### src/pkg/bpp_defines.svh
// offsets, reset values and field constants of the printer port
`ifndef BPP_DEFINES_SVH
`define BPP_DEFINES_SVH
`define BPP_DW 8
`define BPP_AW 3
`define BPP_NSYNC 13
`define BPP_OFS_DATA 3'h0
`define BPP_OFS_STATUS 3'h1
`define BPP_OFS_CONTROL 3'h2
`define BPP_OFS_IRQ_STAT 3'h3
`define BPP_OFS_IRQ_MASK 3'h4
`define BPP_OFS_MODE 3'h5
`define BPP_RST_DATA 8'h00
`define BPP_RST_CONTROL 6'h00
`define BPP_CTL_FIXED 2'h3
`define BPP_ST_ZERO 3'h0
`define BPP_RST_IRQ_STAT 2'h0
`define BPP_RST_IRQ_MASK 2'h3
`define BPP_RST_MODE 1'h0
`define BPP_EV_ACK 0
`define BPP_EV_ERR 1
`define BPP_NEV 2
`define BPP_PAD_EV 6'h00
`define BPP_PAD_MODE 7'h00
`define BPP_MODE_PRINTER 0
`define BPP_ZERO8 8'h00
`endif

### src/pkg/bpp_pkg.sv
// types shared by the printer port design
`include "bpp_defines.svh"
package bpp_pkg;
	typedef struct packed {
		logic err_n;
		logic online;
		logic paper_out;
		logic ack_n;
		logic busy;
	} bpp_periph_in_t;

	typedef struct packed {
		logic strobe_n;
		logic line_feed_auto_n;
		logic init;
		logic peripheral_select;
	} bpp_periph_out_t;

	typedef struct packed {
		logic busy_n;
		logic ack_n;
		logic paper_out_status;
		logic online_status;
		logic err_n;
		logic [2:0] zero;
	} bpp_status_t;

	typedef struct packed {
		logic data_direction_bit;
		logic irq_enable_bit;
		logic peripheral_select;
		logic init;
		logic auto_feed;
		logic strobe;
	} bpp_control_t;
endpackage : bpp_pkg

### src/design/bpp_sync.sv
// three-stage input synchroniser with agreement filter
`timescale 1ns/1ps
module bpp_sync #(
	parameter int W = 1
) (
	clk_sys,
	resetn,
	din,
	dout
);
	input wire logic clk_sys;
	input wire logic resetn;
	input wire logic [W-1:0] din;
	output logic [W-1:0] dout;

	logic [W-1:0] s1_q;
	logic [W-1:0] s2_q;
	logic [W-1:0] s3_q;

	genvar i;
	generate
		for (i = 0; i < W; i++) begin : g_bit
			// s1 feeds only s2; metastability stays off the compare
			always_ff @(posedge clk_sys or negedge resetn) begin
				if (!resetn) begin
					s1_q[i] <= 1'b0;
					s2_q[i] <= 1'b0;
					s3_q[i] <= 1'b0;
					dout[i] <= 1'b0;
				end else begin
					s1_q[i] <= din[i];
					s2_q[i] <= s1_q[i];
					s3_q[i] <= s2_q[i];
					if (s2_q[i] == s3_q[i]) begin
						dout[i] <= s3_q[i];
					end
				end
			end
		end
	endgenerate
endmodule : bpp_sync

### src/design/bpp_top.sv
// bidirectional printer port: registers, pins and interrupt
//
// Our own choices: the strobed register port and the placing of the registers.
`timescale 1ns/1ps
`include "bpp_defines.svh"

module bpp_top
	import bpp_pkg::*;
(
	clk_sys,
	resetn,
	reg_addr,
	reg_wdata,
	reg_wr,
	reg_rd,
	reg_rdata,
	periph_in,
	periph_out,
	port_data_bits_in,
	port_data_bits_out,
	port_data_bits_oe,
	irq
);
	input wire logic clk_sys;
	input wire logic resetn;
	input wire logic [`BPP_AW-1:0] reg_addr;
	input wire logic [`BPP_DW-1:0] reg_wdata;
	input wire logic reg_wr;
	input wire logic reg_rd;
	output logic [`BPP_DW-1:0] reg_rdata;
	input wire bpp_periph_in_t periph_in;
	output bpp_periph_out_t periph_out;
	input wire logic [`BPP_DW-1:0] port_data_bits_in;
	output logic [`BPP_DW-1:0] port_data_bits_out;
	output logic [`BPP_DW-1:0] port_data_bits_oe;
	output logic irq;

	// synchronised pin levels
	logic [`BPP_NSYNC-1:0] sync_in;
	logic [`BPP_NSYNC-1:0] sync_out;
	bpp_periph_in_t pin_s;
	logic [`BPP_DW-1:0] data_s;

	// software state
	logic [`BPP_DW-1:0] data_q;
	bpp_control_t ctrl_q;
	logic [`BPP_NEV-1:0] irq_stat_q;
	logic [`BPP_NEV-1:0] irq_stat_d;
	logic [`BPP_NEV-1:0] irq_mask_q;
	logic mode_printer_q;

	// event detection
	logic ack_prev_q;
	logic err_prev_q;
	logic ack_rise;
	logic err_fall;
	logic [`BPP_NEV-1:0] ev;

	// decode
	logic wr_data;
	logic wr_ctrl;
	logic wr_stat;
	logic wr_mask;
	logic wr_mode;
	logic input_mode;

	// read path
	bpp_status_t status_view;
	logic [`BPP_DW-1:0] rdata_d;

	assign sync_in = {periph_in, port_data_bits_in};

	// every pin input crosses in through three stages
	bpp_sync #(
		.W(`BPP_NSYNC)
	) u_sync (
		.clk_sys(clk_sys),
		.resetn(resetn),
		.din(sync_in),
		.dout(sync_out)
	);

	assign pin_s = sync_out[`BPP_NSYNC-1:`BPP_DW];
	assign data_s = sync_out[`BPP_DW-1:0];

	always_comb begin
		wr_data = reg_wr && (reg_addr == `BPP_OFS_DATA);
		wr_ctrl = reg_wr && (reg_addr == `BPP_OFS_CONTROL);
		wr_stat = reg_wr && (reg_addr == `BPP_OFS_IRQ_STAT);
		wr_mask = reg_wr && (reg_addr == `BPP_OFS_IRQ_MASK);
		wr_mode = reg_wr && (reg_addr == `BPP_OFS_MODE);
	end

	// input mode only outside output-only printer mode
	assign input_mode = ctrl_q.data_direction_bit && !mode_printer_q;

	always_ff @(posedge clk_sys or negedge resetn) begin
		if (!resetn) begin
			data_q <= `BPP_RST_DATA;
		end else if (wr_data) begin
			// latched even in input mode, driven once direction flips
			data_q <= reg_wdata;
		end
	end

	always_ff @(posedge clk_sys or negedge resetn) begin
		if (!resetn) begin
			ctrl_q <= `BPP_RST_CONTROL;
		end else if (wr_ctrl) begin
			// bits 6 and 7 are fixed ones and not stored
			ctrl_q <= reg_wdata[`BPP_DW-3:0];
		end
	end

	always_ff @(posedge clk_sys or negedge resetn) begin
		if (!resetn) begin
			mode_printer_q <= `BPP_RST_MODE;
		end else if (wr_mode) begin
			mode_printer_q <= reg_wdata[`BPP_MODE_PRINTER];
		end
	end

	always_ff @(posedge clk_sys or negedge resetn) begin
		if (!resetn) begin
			irq_mask_q <= `BPP_RST_IRQ_MASK;
		end else if (wr_mask) begin
			irq_mask_q <= reg_wdata[`BPP_NEV-1:0];
		end
	end

	// edge history on the filtered levels, never on raw pins
	always_ff @(posedge clk_sys or negedge resetn) begin
		if (!resetn) begin
			ack_prev_q <= 1'b0;
			err_prev_q <= 1'b0;
		end else begin
			ack_prev_q <= pin_s.ack_n;
			err_prev_q <= pin_s.err_n;
		end
	end

	// positive-going acknowledge ends a character handshake
	assign ack_rise = pin_s.ack_n && !ack_prev_q;
	assign err_fall = !pin_s.err_n && err_prev_q;

	always_comb begin
		ev = '0;
		ev[`BPP_EV_ACK] = ack_rise && ctrl_q.irq_enable_bit;
		ev[`BPP_EV_ERR] = err_fall;
	end

	// write-one-to-clear; a same-cycle event wins over the clear
	always_comb begin
		irq_stat_d = irq_stat_q;
		if (wr_stat) begin
			irq_stat_d = irq_stat_d & ~reg_wdata[`BPP_NEV-1:0];
		end
		irq_stat_d = irq_stat_d | ev;
	end

	always_ff @(posedge clk_sys or negedge resetn) begin
		if (!resetn) begin
			irq_stat_q <= `BPP_RST_IRQ_STAT;
		end else begin
			irq_stat_q <= irq_stat_d;
		end
	end

	// level request on the port's single fixed line
	always_ff @(posedge clk_sys or negedge resetn) begin
		if (!resetn) begin
			irq <= 1'b0;
		end else begin
			irq <= |(irq_stat_d & irq_mask_q);
		end
	end

	// handshake outputs take one flop stage after the control register, two cycles after the write
	always_ff @(posedge clk_sys or negedge resetn) begin
		if (!resetn) begin
			periph_out.strobe_n <= 1'b1;
			periph_out.line_feed_auto_n <= 1'b1;
			periph_out.init <= 1'b0;
			periph_out.peripheral_select <= 1'b1;
		end else begin
			periph_out.strobe_n <= !ctrl_q.strobe;
			periph_out.line_feed_auto_n <= !ctrl_q.auto_feed;
			periph_out.init <= ctrl_q.init;
			periph_out.peripheral_select <= !ctrl_q.peripheral_select;
		end
	end

	// data drivers; enable follows direction with one flop of latency
	always_ff @(posedge clk_sys or negedge resetn) begin
		if (!resetn) begin
			port_data_bits_out <= `BPP_RST_DATA;
			port_data_bits_oe <= {`BPP_DW{1'b1}};
		end else begin
			port_data_bits_out <= data_q;
			port_data_bits_oe <= {`BPP_DW{!input_mode}};
		end
	end

	always_comb begin
		status_view.busy_n = !pin_s.busy;
		status_view.ack_n = pin_s.ack_n;
		status_view.paper_out_status = pin_s.paper_out;
		status_view.online_status = pin_s.online;
		status_view.err_n = pin_s.err_n;
		status_view.zero = `BPP_ST_ZERO;
	end

	// unmapped offsets read as zero
	always_comb begin
		rdata_d = `BPP_ZERO8;
		case (reg_addr)
			`BPP_OFS_DATA: begin
				rdata_d = input_mode ? data_s : data_q;
			end
			`BPP_OFS_STATUS: begin
				rdata_d = status_view;
			end
			`BPP_OFS_CONTROL: begin
				rdata_d = {`BPP_CTL_FIXED, ctrl_q};
			end
			`BPP_OFS_IRQ_STAT: begin
				rdata_d = {`BPP_PAD_EV, irq_stat_q};
			end
			`BPP_OFS_IRQ_MASK: begin
				rdata_d = {`BPP_PAD_EV, irq_mask_q};
			end
			`BPP_OFS_MODE: begin
				rdata_d = {`BPP_PAD_MODE, mode_printer_q};
			end
			default: begin
				rdata_d = `BPP_ZERO8;
			end
		endcase
	end

	// data valid only the cycle after the read strobe, zero otherwise
	always_ff @(posedge clk_sys or negedge resetn) begin
		if (!resetn) begin
			reg_rdata <= `BPP_ZERO8;
		end else if (reg_rd) begin
			reg_rdata <= rdata_d;
		end else begin
			reg_rdata <= `BPP_ZERO8;
		end
	end
endmodule : bpp_top

### config.mk
export PLATFORM = sky130hd
export DESIGN_NAME = bpp_top
export DESIGN_NICKNAME = d
export VERILOG_FILES = /design/src/pkg/bpp_pkg.sv /design/src/design/bpp_sync.sv /design/src/design/bpp_top.sv
export VERILOG_INCLUDE_DIRS = /design/src /design/src/pkg
export SDC_FILE = /design/constraint.sdc
export NUM_CORES = 1
export LEC_CHECK = 0
export BUFFER_PORTS_ARGS = -buffer_cell sky130_fd_sc_hd__buf_2
export CAP_MARGIN = 20
export CORE_MARGIN = 2
export CORE_UTILIZATION = 49
export CTS_CLUSTER_SIZE = 14
export DETAILED_ROUTE_END_ITERATION = 7
export PLACE_DENSITY_LB_ADDON = 0.15
export SLEW_MARGIN = 20
export SYNTH_ARGS = -nofsm -noshare
export SYNTH_HDL_FRONTEND = slang
export SYNTH_SLANG_ARGS = --single-unit
### constraint.sdc
create_clock -name clk_sys -period 1.26 [get_ports clk_sys]
set_input_delay 0.189 -clock clk_sys [delete_from_list [all_inputs] [get_ports clk_sys]]
set_output_delay 0.189 -clock clk_sys [all_outputs]
set_load 0.005 [all_outputs]
==> flow_summary_export.csv, run 1 <==
group,metric,value,unit
power_and_ir_drop,ir_worst_vdd,1220,uV
cts,cts_inserted_buffers,9,
synth,synth_top_area_share,68.6,%
global_route,grt_overflow,0,
drt,drtPass1Iterations,4,
synth,ys_types,32,
floorplanning,rows,29,
layout,final_common_cell,"dfrtp_1",
power_and_ir_drop,p_int,4.89,mW
setup_path,path_cells,"buf_2",
layout,fillCellCount,504,
global_route,grt_pass1_vias,1799,
sta,post-route-min-period,1.24,ns
floorplanning,die_h,85.4,um
global_route,grt_max_degree,34,
drt,drt_iter0_markers,98,
setup_path,critPathMaxFanout,8,
synth,yosysTopAreaCell,"dfrtp_1",
power_and_ir_drop,seqPwrFrac,55.8,%
layout,final_util,63.0,%
synth,ys_seq_area_share,73.4,%
layout,diodes,0,
layout,ff_latch_area,2380,um^2
sta,hold_violations,0,
setup_path,timing.rr.end,"reg_rdata[6]",
setup_path,crit_buf_inv,1,
synth,synth_nets,234,
global_route,antenna_found_initial,0,
synth,synth_area,3250,um^2
drt,wl,5.62,mm
layout,final_cell_count_no_fill,370,
outcome,status,"complete, no violations",
synth,ys_warn_count,0,
power_and_ir_drop,leakage,1.88,nW
cts,clkTransAtPathRegs,0.09,ns
placement,dp.cells,340,
floorplanning,die_area,7300,um^2
setup_path,cp.depth,1,
synth,avgSynthCellArea,15.8,um^2
layout,mostFrequentLayoutCells,"dfrtp_1, buf_2, mux2_2, dlygate4sd3_1, maj3_1",
placement,pre_cts_slack,-0.113,ns
sta,maxSlewHeadroom,66.4,%
power_and_ir_drop,switchingPower,1.59,mW
cts,clk_path_buf_depth,2,
drt,drc,0,
worst_hold_path,hp-class,"primary input to flop",
layout,multi_input_area,763,um^2
floorplanning,core_area,6390,um^2
layout,area_growth,23.8,%
setup_path,crit_start,"port_data_bits_oe[0]",
cts,insertion_delay,0.36,ns
sta,slew_viol_final,0,
setup_path,worstRegToRegCells,5,
sta,rsz0062_at_grt,"true",
setup_path,path_class,"flop to output pin",
floorplanning,die_w,85.4,um
layout,drive_gt1_share,38.6,%
drt,avgRoutedWirePerCell,15.2,um
sta,setup_viol,0,
floorplanning,floorplan.initialDensity,50.9,%
sta,max_freq,806,MHz
power_and_ir_drop,comb_power_share,13.0,%
setup_path,path_delay_family,"flip-flops",
placement,io_buffers,56,
drt,final_antenna_net_count,0,
synth,synth-seq-cells,95,
placement,finalWeightedCongestion,0.830,
cts,cts_sinks,95,
job,cap_violations,0,
layout,fin_nets,316,
sta,finalCritPeriodShare,98.5,%
floorplanning,design.portCount,57,
power_and_ir_drop,power.share.switching,24.5,%
layout,design_area,4020,um^2
power_and_ir_drop,p_clk_share,31.2,%
setup_path,crit_slowest_cell,"dfstp_2",
setup_path,rrSetupSlack,0.03,ns
placement,place_area,3660,um^2
drt,via_per_inst,4.87,
cts,cts_tree,"built",
setup_path,critPathLaunchType,"flop",
sta,finClkSkew,0.00511,ns
setup_path,end_kind,"output pin",
setup_path,worst_ep_required_time,1.07,ns
setup_path,crit_path_end,"port_data_bits_oe[6]",
cts,htree_levels,3,
power_and_ir_drop,power_density,1610,nW/um^2
drt,vias,1803,
setup_path,timing.rr.start,"ctrl_q[5]",
cts,root_buffer,"clkbuf_8",
global_route,grtUsageTotal,17.5,%
setup_path,cp.arrival,1.05,ns
synth,syn_inst,206,
synth,synth_area_leaders,"dfrtp_1, mux2_2, dfstp_2",
setup_path,critPathMaxStageDelay,0.58,ns
global_route,grt_pass1_wl,9.31,mm
sta,tightest_slew,0.502,ns
placement,dpl.hpwl,3.77,mm
sta,timing.final.ws_setup,0.0193,ns
[cell usage after synthesis]
master	number
maj3_1	13
buf_6	2
mux2_2	16
clkbuf_1	1
mux2i_1	7
clkbuf_2	1
and4bb_2	1
o211ai_1	1
or3_1	1
and2b_1	1
o22ai_1	6
buf_4	8
nor4b_4	1
nor2b_1	3
nand3b_1	1
o21ai_0	8
buf_2	1
a22oi_1	3
dfrtp_1	89
dfstp_2	6
a21boi_0	2
nand4b_1	1
and4b_1	1
nand2b_1	2
a21oi_1	2
nor3_2	1
nand2_1	8
nor2_1	4
and2_1	7
a32oi_1	2
inv_1	4
a21o_1	2
[flip-flops by register name, indices dropped and copies added, names as in the netlist]
register,flops
ack_prev_q,1
ctrl_q,6
data_q,8
err_prev_q,1
irq,1
irq_mask_q,2
irq_stat_q,2
mode_printer_q,1
periph_out,4
port_data_bits_oe,1
port_data_bits_out,8
reg_rdata,8
u_sync.dout,13
u_sync.s1_q,13
u_sync.s2_q,13
u_sync.s3_q,13
[layer usage]
metal  track usage [%]  part of all wire, %
met2              25.9                   47
met1              23.6                   47
met5                 0                    0
met3              7.49                  4.9
met4              6.06                  1.4
[cells by family after synthesis]
group                      synth area share (%)
buffers and inverters                      3.43
adders and majority gates                  4.01
DFF                                        73.4
and+or+nand+nor                            6.36
muxes                                      7.70
AOI/OAI and AO/OA                          5.08
[what timing repair did]
action | CTS | global route
endpoints found under the setup margin | 12 | 11
hold buffers | 14 | 0
hold endpoints to repair | 32 | 0
resized for setup | 2 | 1
setup buffers | 0 | 0
pin swaps | 0 | 5
[per-stage QoR]
step                TNS [ns]  power [mW]  hold slack [ns]
floorplan                  0        4.10           -0.107
global placement       -1.08        4.45            0.111
detailed placement     -1.07        4.48            0.110
CTS                  -0.0581        6.56           0.0409
global route          -0.296        6.80           0.0366
finish                     0        6.48           0.0510
[power groups by stage]
stage	sequential [mW]	clock [mW]	combinational [mW]
3_5_place_dp	3.68	0	0.799
6_report	3.62	2.02	0.842
2_1_floorplan	3.65	0	0.456
5_1_grt	3.66	2.21	0.930
4_1_cts	3.62	2.09	0.848
3_3_place_gp	3.67	0	0.784
[layout make-up]
| class | count | area share (%) |
|---|---|---|
| clock inverter | 6 | 1.71 |
| inverter | 4 | 0.373 |
| multi-input combinational | 94 | 19.0 |
| sequential | 95 | 59.3 |
| tap | 77 | 2.40 |
| clock buffer | 10 | 3.42 |
| timing repair buffer | 84 | 13.8 |
[worst min-delay path by stage]
stage | start | end | slack (ns) | depth (start not counted)
floorplan | resetn | ack_prev_q | -0.11 | 0
global placement | resetn | ctrl_q[0] | 0.11 | 1
detailed placement | resetn | reg_rdata[0] | 0.11 | 1
CTS | reg_wdata[3] | ctrl_q[3] | 0.04 | 3
global route | reg_wdata[3] | ctrl_q[3] | 0.04 | 3
finish | reg_wdata[3] | ctrl_q[3] | 0.05 | 3
(Power assumes the default switching activity.)
==> run 2: changes to the inputs <==
- CELL_PAD_IN_SITES_DETAIL_PLACEMENT: default -> 1
- CELL_PAD_IN_SITES_GLOBAL_PLACEMENT: default -> 2
- CORE_UTILIZATION: 49 -> 38
- clock period: 1.26 -> 1.2 ns (I/O delays scaled with it)
==> flow_summary_export.csv, run 2 (synthesized netlist as in run 1, its figures left out) <==
group,metric,value,unit
outcome,status,"complete, but fails checks",
outcome,violations,"setup timing",
setup_path,end_kind,"flop",
setup_path,path_class,"flop to flop",
layout,ff_latch_area,2380,um^2
cts,clk_path_buf_depth,2,
sta,finClkSkew,0.00989,ns
cts,clkTransAtPathRegs,0.09,ns
floorplanning,die_h,96.5,um
drt,avgRoutedWirePerCell,15.9,um
cts,cts_tree,"built",
sta,maxSlewHeadroom,78.5,%
global_route,grtUsageTotal,15.7,%
cts,cts_sinks,95,
setup_path,worst_ep_required_time,1.45,ns
sta,fin_tns_setup,-0.967,ns
drt,drc,0,
sta,finalCritPeriodShare,107,%
setup_path,critPathLaunchType,"flop",
floorplanning,floorplan.initialDensity,39.3,%
layout,diodes,0,
setup_path,path_cells,"nand2b_4 > mux2_4 > o211ai_1 > a21boi_1",
sta,slew_viol_final,0,
drt,wl,6.48,mm
placement,finalWeightedCongestion,0.790,
power_and_ir_drop,p_clk_share,31.0,%
drt,vias,1927,
setup_path,crit_slowest_cell,"dfrtp_1",
cts,root_buffer,"clkbuf_8",
global_route,grt_pass1_wl,10.5,mm
sta,timing.final.ws_setup,-0.0883,ns
setup_path,critPathMaxFanout,3,
layout,mostFrequentLayoutCells,"dfrtp_1, buf_2, buf_4, mux2_2, dlygate4sd3_1",
sta,tightest_slew,0.323,ns
layout,multi_input_area,778,um^2
cts,insertion_delay,0.37,ns
drt,final_antenna_net_count,0,
layout,final_common_cell,"dfrtp_1",
power_and_ir_drop,power.share.switching,25.3,%
global_route,grt_max_degree,38,
global_route,grt_overflow,0,
floorplanning,design.portCount,57,
setup_path,cp.arrival,1.53,ns
layout,fin_nets,327,
placement,dpl.hpwl,4.47,mm
drt,drt_iter0_markers,25,
placement,io_buffers,56,
power_and_ir_drop,comb_power_share,14.4,%
cts,cts_inserted_buffers,9,
layout,fillCellCount,829,
global_route,grt_pass1_vias,2013,
setup_path,path_delay_family,"flip-flops",
cts,htree_levels,3,
power_and_ir_drop,p_int,5.24,mW
sta,post-route-min-period,1.29,ns
power_and_ir_drop,ir_worst_vdd,652,uV
drt,drtPass1Iterations,4,
floorplanning,die_w,96.5,um
layout,drive_gt1_share,41.4,%
job,cap_violations,0,
floorplanning,core_area,8260,um^2
worst_hold_path,hp-class,"primary input to flop",
layout,area_growth,28.8,%
setup_path,critPathMaxStageDelay,0.40,ns
drt,via_per_inst,4.71,
sta,rsz0062_at_grt,"true",
setup_path,crit_buf_inv,0,
global_route,antenna_found_initial,0,
power_and_ir_drop,power_density,1680,nW/um^2
floorplanning,die_area,9300,um^2
power_and_ir_drop,leakage,1.93,nW
floorplanning,rows,33,
sta,hold_ws,0.0483,ns
sta,setup_viol,16,
sta,max_freq,776,MHz
power_and_ir_drop,seqPwrFrac,54.6,%
sta,hold_violations,0,
power_and_ir_drop,switchingPower,1.77,mW
==> run 2: path summary, 6_finish.rpt <==
| path | startpoint | endpoint | slack, ns | cells after the start |
|---|---|---|---|---|
| max in group asynchronous | resetn | periph_out[0] | 0.44 | 3 |
| min | reg_wdata[2] | data_q[2] | 0.05 | 2 |
| max reg2reg | mode_printer_q | reg_rdata[0] | -0.09 | 4 |
| min reg2reg | u_sync.s1_q[5] | u_sync.s2_q[5] | 0.35 | 0 |
| min in group asynchronous | resetn | ctrl_q[2] | 0.25 | 2 |
| max | mode_printer_q | reg_rdata[0] | -0.09 | 4 |
==> run 2: per-layer routing <==
layer  track usage, %  share of wire, %  vias to the layer above
met2             24.2                48                       44
met5                0                 0                        -
met3             3.96               4.1                       12
met4             7.75               2.3                        0
met1             20.8                45                      982
li1                 -                 -                      889
==> run 2: repair_timing <==
| action | 4_1_cts | 5_1_grt |
|---|---|---|
| buffers inserted | 1 | 0 |
| setup endpoints to repair | 16 | 18 |
| hold endpoints to repair | 38 | 0 |
| hold buffers | 14 | 0 |
| resized for setup | 6 | 8 |
| pin swaps | 9 | 5 |
| gates cloned | 0 | 0 |
==> run 2: power by group through the flow <==
stage          Clock, mW  Sequential (mW)  Combinational (mW)
6_report            2.17             3.83                1.01
5_1_grt             2.37             3.88                1.13
4_1_cts             2.25             3.82               0.973
3_5_place_dp           0             3.88               0.893
3_3_place_gp           0             3.87               0.883
2_1_floorplan          0             3.83               0.479
==> run 2: layout make-up <==
cell class                 instances  area share, %
clock inverter                     5           1.56
sequential                        95           57.0
inverter                           4          0.359
clock buffer                      11           3.38
multi-input combinational         94           18.6
tap                              105           3.14
timing repair buffer              95           16.0
==> run 2: per-stage QoR <==
step	worst slack [ns]	util [%]	total power, mW	std cells	instance area (um^2)
after floorplan	-0.0561	-	4.31	206	3250
after global placement	-0.212	45.7	4.75	378	3770
after detailed placement	-0.208	45.7	4.77	378	3770
after CTS	-0.0884	50.2	7.04	409	4140
final	-0.0883	50.7	7.01	409	4180
after global routing	-0.151	50.7	7.38	409	4180
==> run 3: changes to the inputs <==
- ABC_AREA: default -> 1
- CORE_UTILIZATION: 38 -> 37
- PLACE_DENSITY: default -> 0.86
- PLACE_DENSITY_LB_ADDON: 0.15 -> default
==> flow_summary_export.csv, run 3 <==
group,metric,value,unit
floorplanning,die_h,98.5,um
global_route,antenna_found_initial,0,
drt,avgRoutedWirePerCell,14.5,um
cts,clkTransAtPathRegs,0.09,ns
drt,drc,0,
cts,cts_tree,"built",
setup_path,critPathMaxFanout,8,
setup_path,worst_ep_required_time,1.02,ns
synth,synth_edf_count,0,
synth,syn_inst,260,
synth,synth_nets,288,
global_route,grt_max_degree,33,
sta,timing.final.ws_setup,-0.0384,ns
synth,yosysTopAreaCell,"dfrtp_1",
cts,htree_levels,3,
sta,setup_viol,8,
cts,clk_path_buf_depth,2,
synth,synth_area_leaders,"dfrtp_1, nand2_1, dfstp_2",
setup_path,critPathLaunchType,"flop",
global_route,grt_pass1_vias,2232,
worst_hold_path,hp-class,"primary input to flop",
synth,synth_top_area_share,67.5,%
global_route,grt_overflow,0,
synth,ys_seq_area_share,72.3,%
global_route,grtUsageTotal,15.1,%
power_and_ir_drop,leakage,2.00,nW
sta,tightest_slew,0.349,ns
setup_path,crit_buf_inv,1,
setup_path,path_class,"flop to output pin",
synth,synth-seq-cells,95,
outcome,status,"complete, but fails checks",
layout,drive_gt1_share,35.0,%
setup_path,end_kind,"output pin",
sta,finClkSkew,0.00715,ns
layout,fillCellCount,947,
global_route,grt_pass1_wl,11.3,mm
floorplanning,die_area,9690,um^2
synth,synth_area,3300,um^2
drt,drtPass1Iterations,4,
layout,fin_nets,367,
sta,slew_viol_final,0,
synth,ys_warn_count,0,
synth,synth-async-reset-ratio,100,%
layout,final_common_cell,"dfrtp_1",
sta,post-route-min-period,1.24,ns
layout,final_util,47.3,%
floorplanning,die_w,98.5,um
drt,via_per_inst,4.56,
floorplanning,core_area,8680,um^2
sta,max_freq,808,MHz
placement,pre_cts_slack,-0.00589,ns
floorplanning,design.portCount,57,
synth,ys_types,20,
floorplanning,floorplan.initialDensity,38.0,%
floorplanning,rows,34,
setup_path,cp.arrival,1.06,ns
synth,avgSynthCellArea,12.7,um^2
synth,synth_flop_cell,"dfrtp_1",
sta,maxSlewHeadroom,76.7,%
cts,cts_inserted_buffers,9,
setup_path,crit_slowest_cell,"dfstp_2",
drt,vias,2057,
sta,hold_violations,0,
setup_path,path_cells,"buf_2",
drt,drt_iter0_markers,54,
placement,io_buffers,56,
outcome,violations,"setup timing",
synth,post-synth-top-count-cell,"dfrtp_1",
cts,cts_sinks,95,
layout,mostFrequentLayoutCells,"dfrtp_1, nand2_1, buf_2, inv_1, dlygate4sd3_1",
cts,insertion_delay,0.35,ns
power_and_ir_drop,power_density,1720,nW/um^2
synth,synth_commonest_cells,"dfrtp_1, nand2_1, inv_1",
setup_path,critPathMaxStageDelay,0.58,ns
setup_path,path_delay_family,"flip-flops",
placement,finalWeightedCongestion,0.791,
drt,wl,6.56,mm
drt,final_antenna_net_count,0,
placement,dpl.hpwl,4.66,mm
layout,area_growth,24.5,%
layout,diodes,0,
cts,root_buffer,"clkbuf_8",
sta,rsz0062_at_grt,"true",
sta,finalCritPeriodShare,103,%
setup_path,rrSetupSlack,0.06,ns
power_and_ir_drop,ir_worst_vdd,938,uV
job,cap_violations,0,
run 3: cell count changes after synthesis, sizes merged, moves of 8 or more:
cell	previous run	this run
inv	4	19
mux2	16	0
nand2	8	68
nand3	0	10
nor2	4	17
o21ai	8	16
run 3: worst paths after layout:
| kind | from | end | cells after the start |
|---|---|---|---|
| worst max-delay path | port_data_bits_oe[0] | port_data_bits_oe[5] | 1 |
| worst min-delay path | reg_wdata[7] | data_q[7] | 3 |
| worst max register to register | mode_printer_q | reg_rdata[5] | 7 |
| worst min register to register | u_sync.s1_q[0] | u_sync.s2_q[0] | 0 |
| max in group asynchronous | resetn | port_data_bits_oe[0] | 3 |
| min in group asynchronous | resetn | u_sync.s1_q[9] | 2 |
run 3: metrics by stage:
| step | total power, mW | setup TNS, ns | cell area, um^2 | instances | hold slack, ns |
|---|---|---|---|---|---|
| floorplan | 4.23 | 0 | 3300 | 260 | -0.116 |
| global placement | 4.59 | 0 | 3700 | 421 | 0.105 |
| detailed placement | 4.64 | -0.0249 | 3700 | 421 | 0.109 |
| CTS | 7.15 | -0.495 | 4080 | 450 | 0.0489 |
| global route | 7.45 | -0.667 | 4110 | 451 | 0.0918 |
| finish | 7.06 | -0.273 | 4110 | 451 | 0.0620 |
run 3: timing repair:
action | in CTS | in global routing
hold endpoints to repair | 35 | 0
cloned | 0 | 1
resized for setup | 0 | 9
setup endpoints to repair | 8 | 14
buffers inserted | 0 | 0
pin swaps | 0 | 4
hold buffers | 14 | 0
run 3: worst reg2reg max path: cells and delay by family, from the launching register on:
kind / cells / cell delay [ns]
AOI/OAI and AO/OA: 1 / 0.06
buffers and inverters: 2 / 0.22
DFF: 1 / 0.40
and+or+nand+nor: 4 / 0.35
run 3: where the power goes:
part	switching, mW	internal [mW]
logic	0.453	0.392
registers	0.206	3.57
clock network	1.06	1.38
total	1.72	5.34
run 3: cells by family after synthesis:
| kind of cell | Yosys count | share of synthesized area [%] |
|---|---|---|
| AOI/OAI and AO/OA | 25 | 5.16 |
| adders and majority gates | 13 | 3.94 |
| buffers and inverters | 29 | 5.00 |
| DFF | 95 | 72.3 |
| and+or+nand+nor | 98 | 13.6 |
run 3: area by class of cell:
class	count	area, um^2	area share [%]
Clock buffer	10	128	3.11
Inverter	19	76.3	1.86
Clock inverter	5	106	2.59
Multi-Input combinational cell	136	768	18.7
Timing Repair Buffer	78	509	12.4
Tap cell	108	135	3.29
Sequential cell	95	2380	58.1
run 3: routing by layer:
metal	share of wire [%]	vias up	wire, um	GRT usage, %
met4	1.9	0	122	5.69
met2	50	50	3280	25.1
met1	44	1023	2880	19.1
li1	-	975	-	-
met3	4.3	9	279	4.04
met5	0	-	0	0
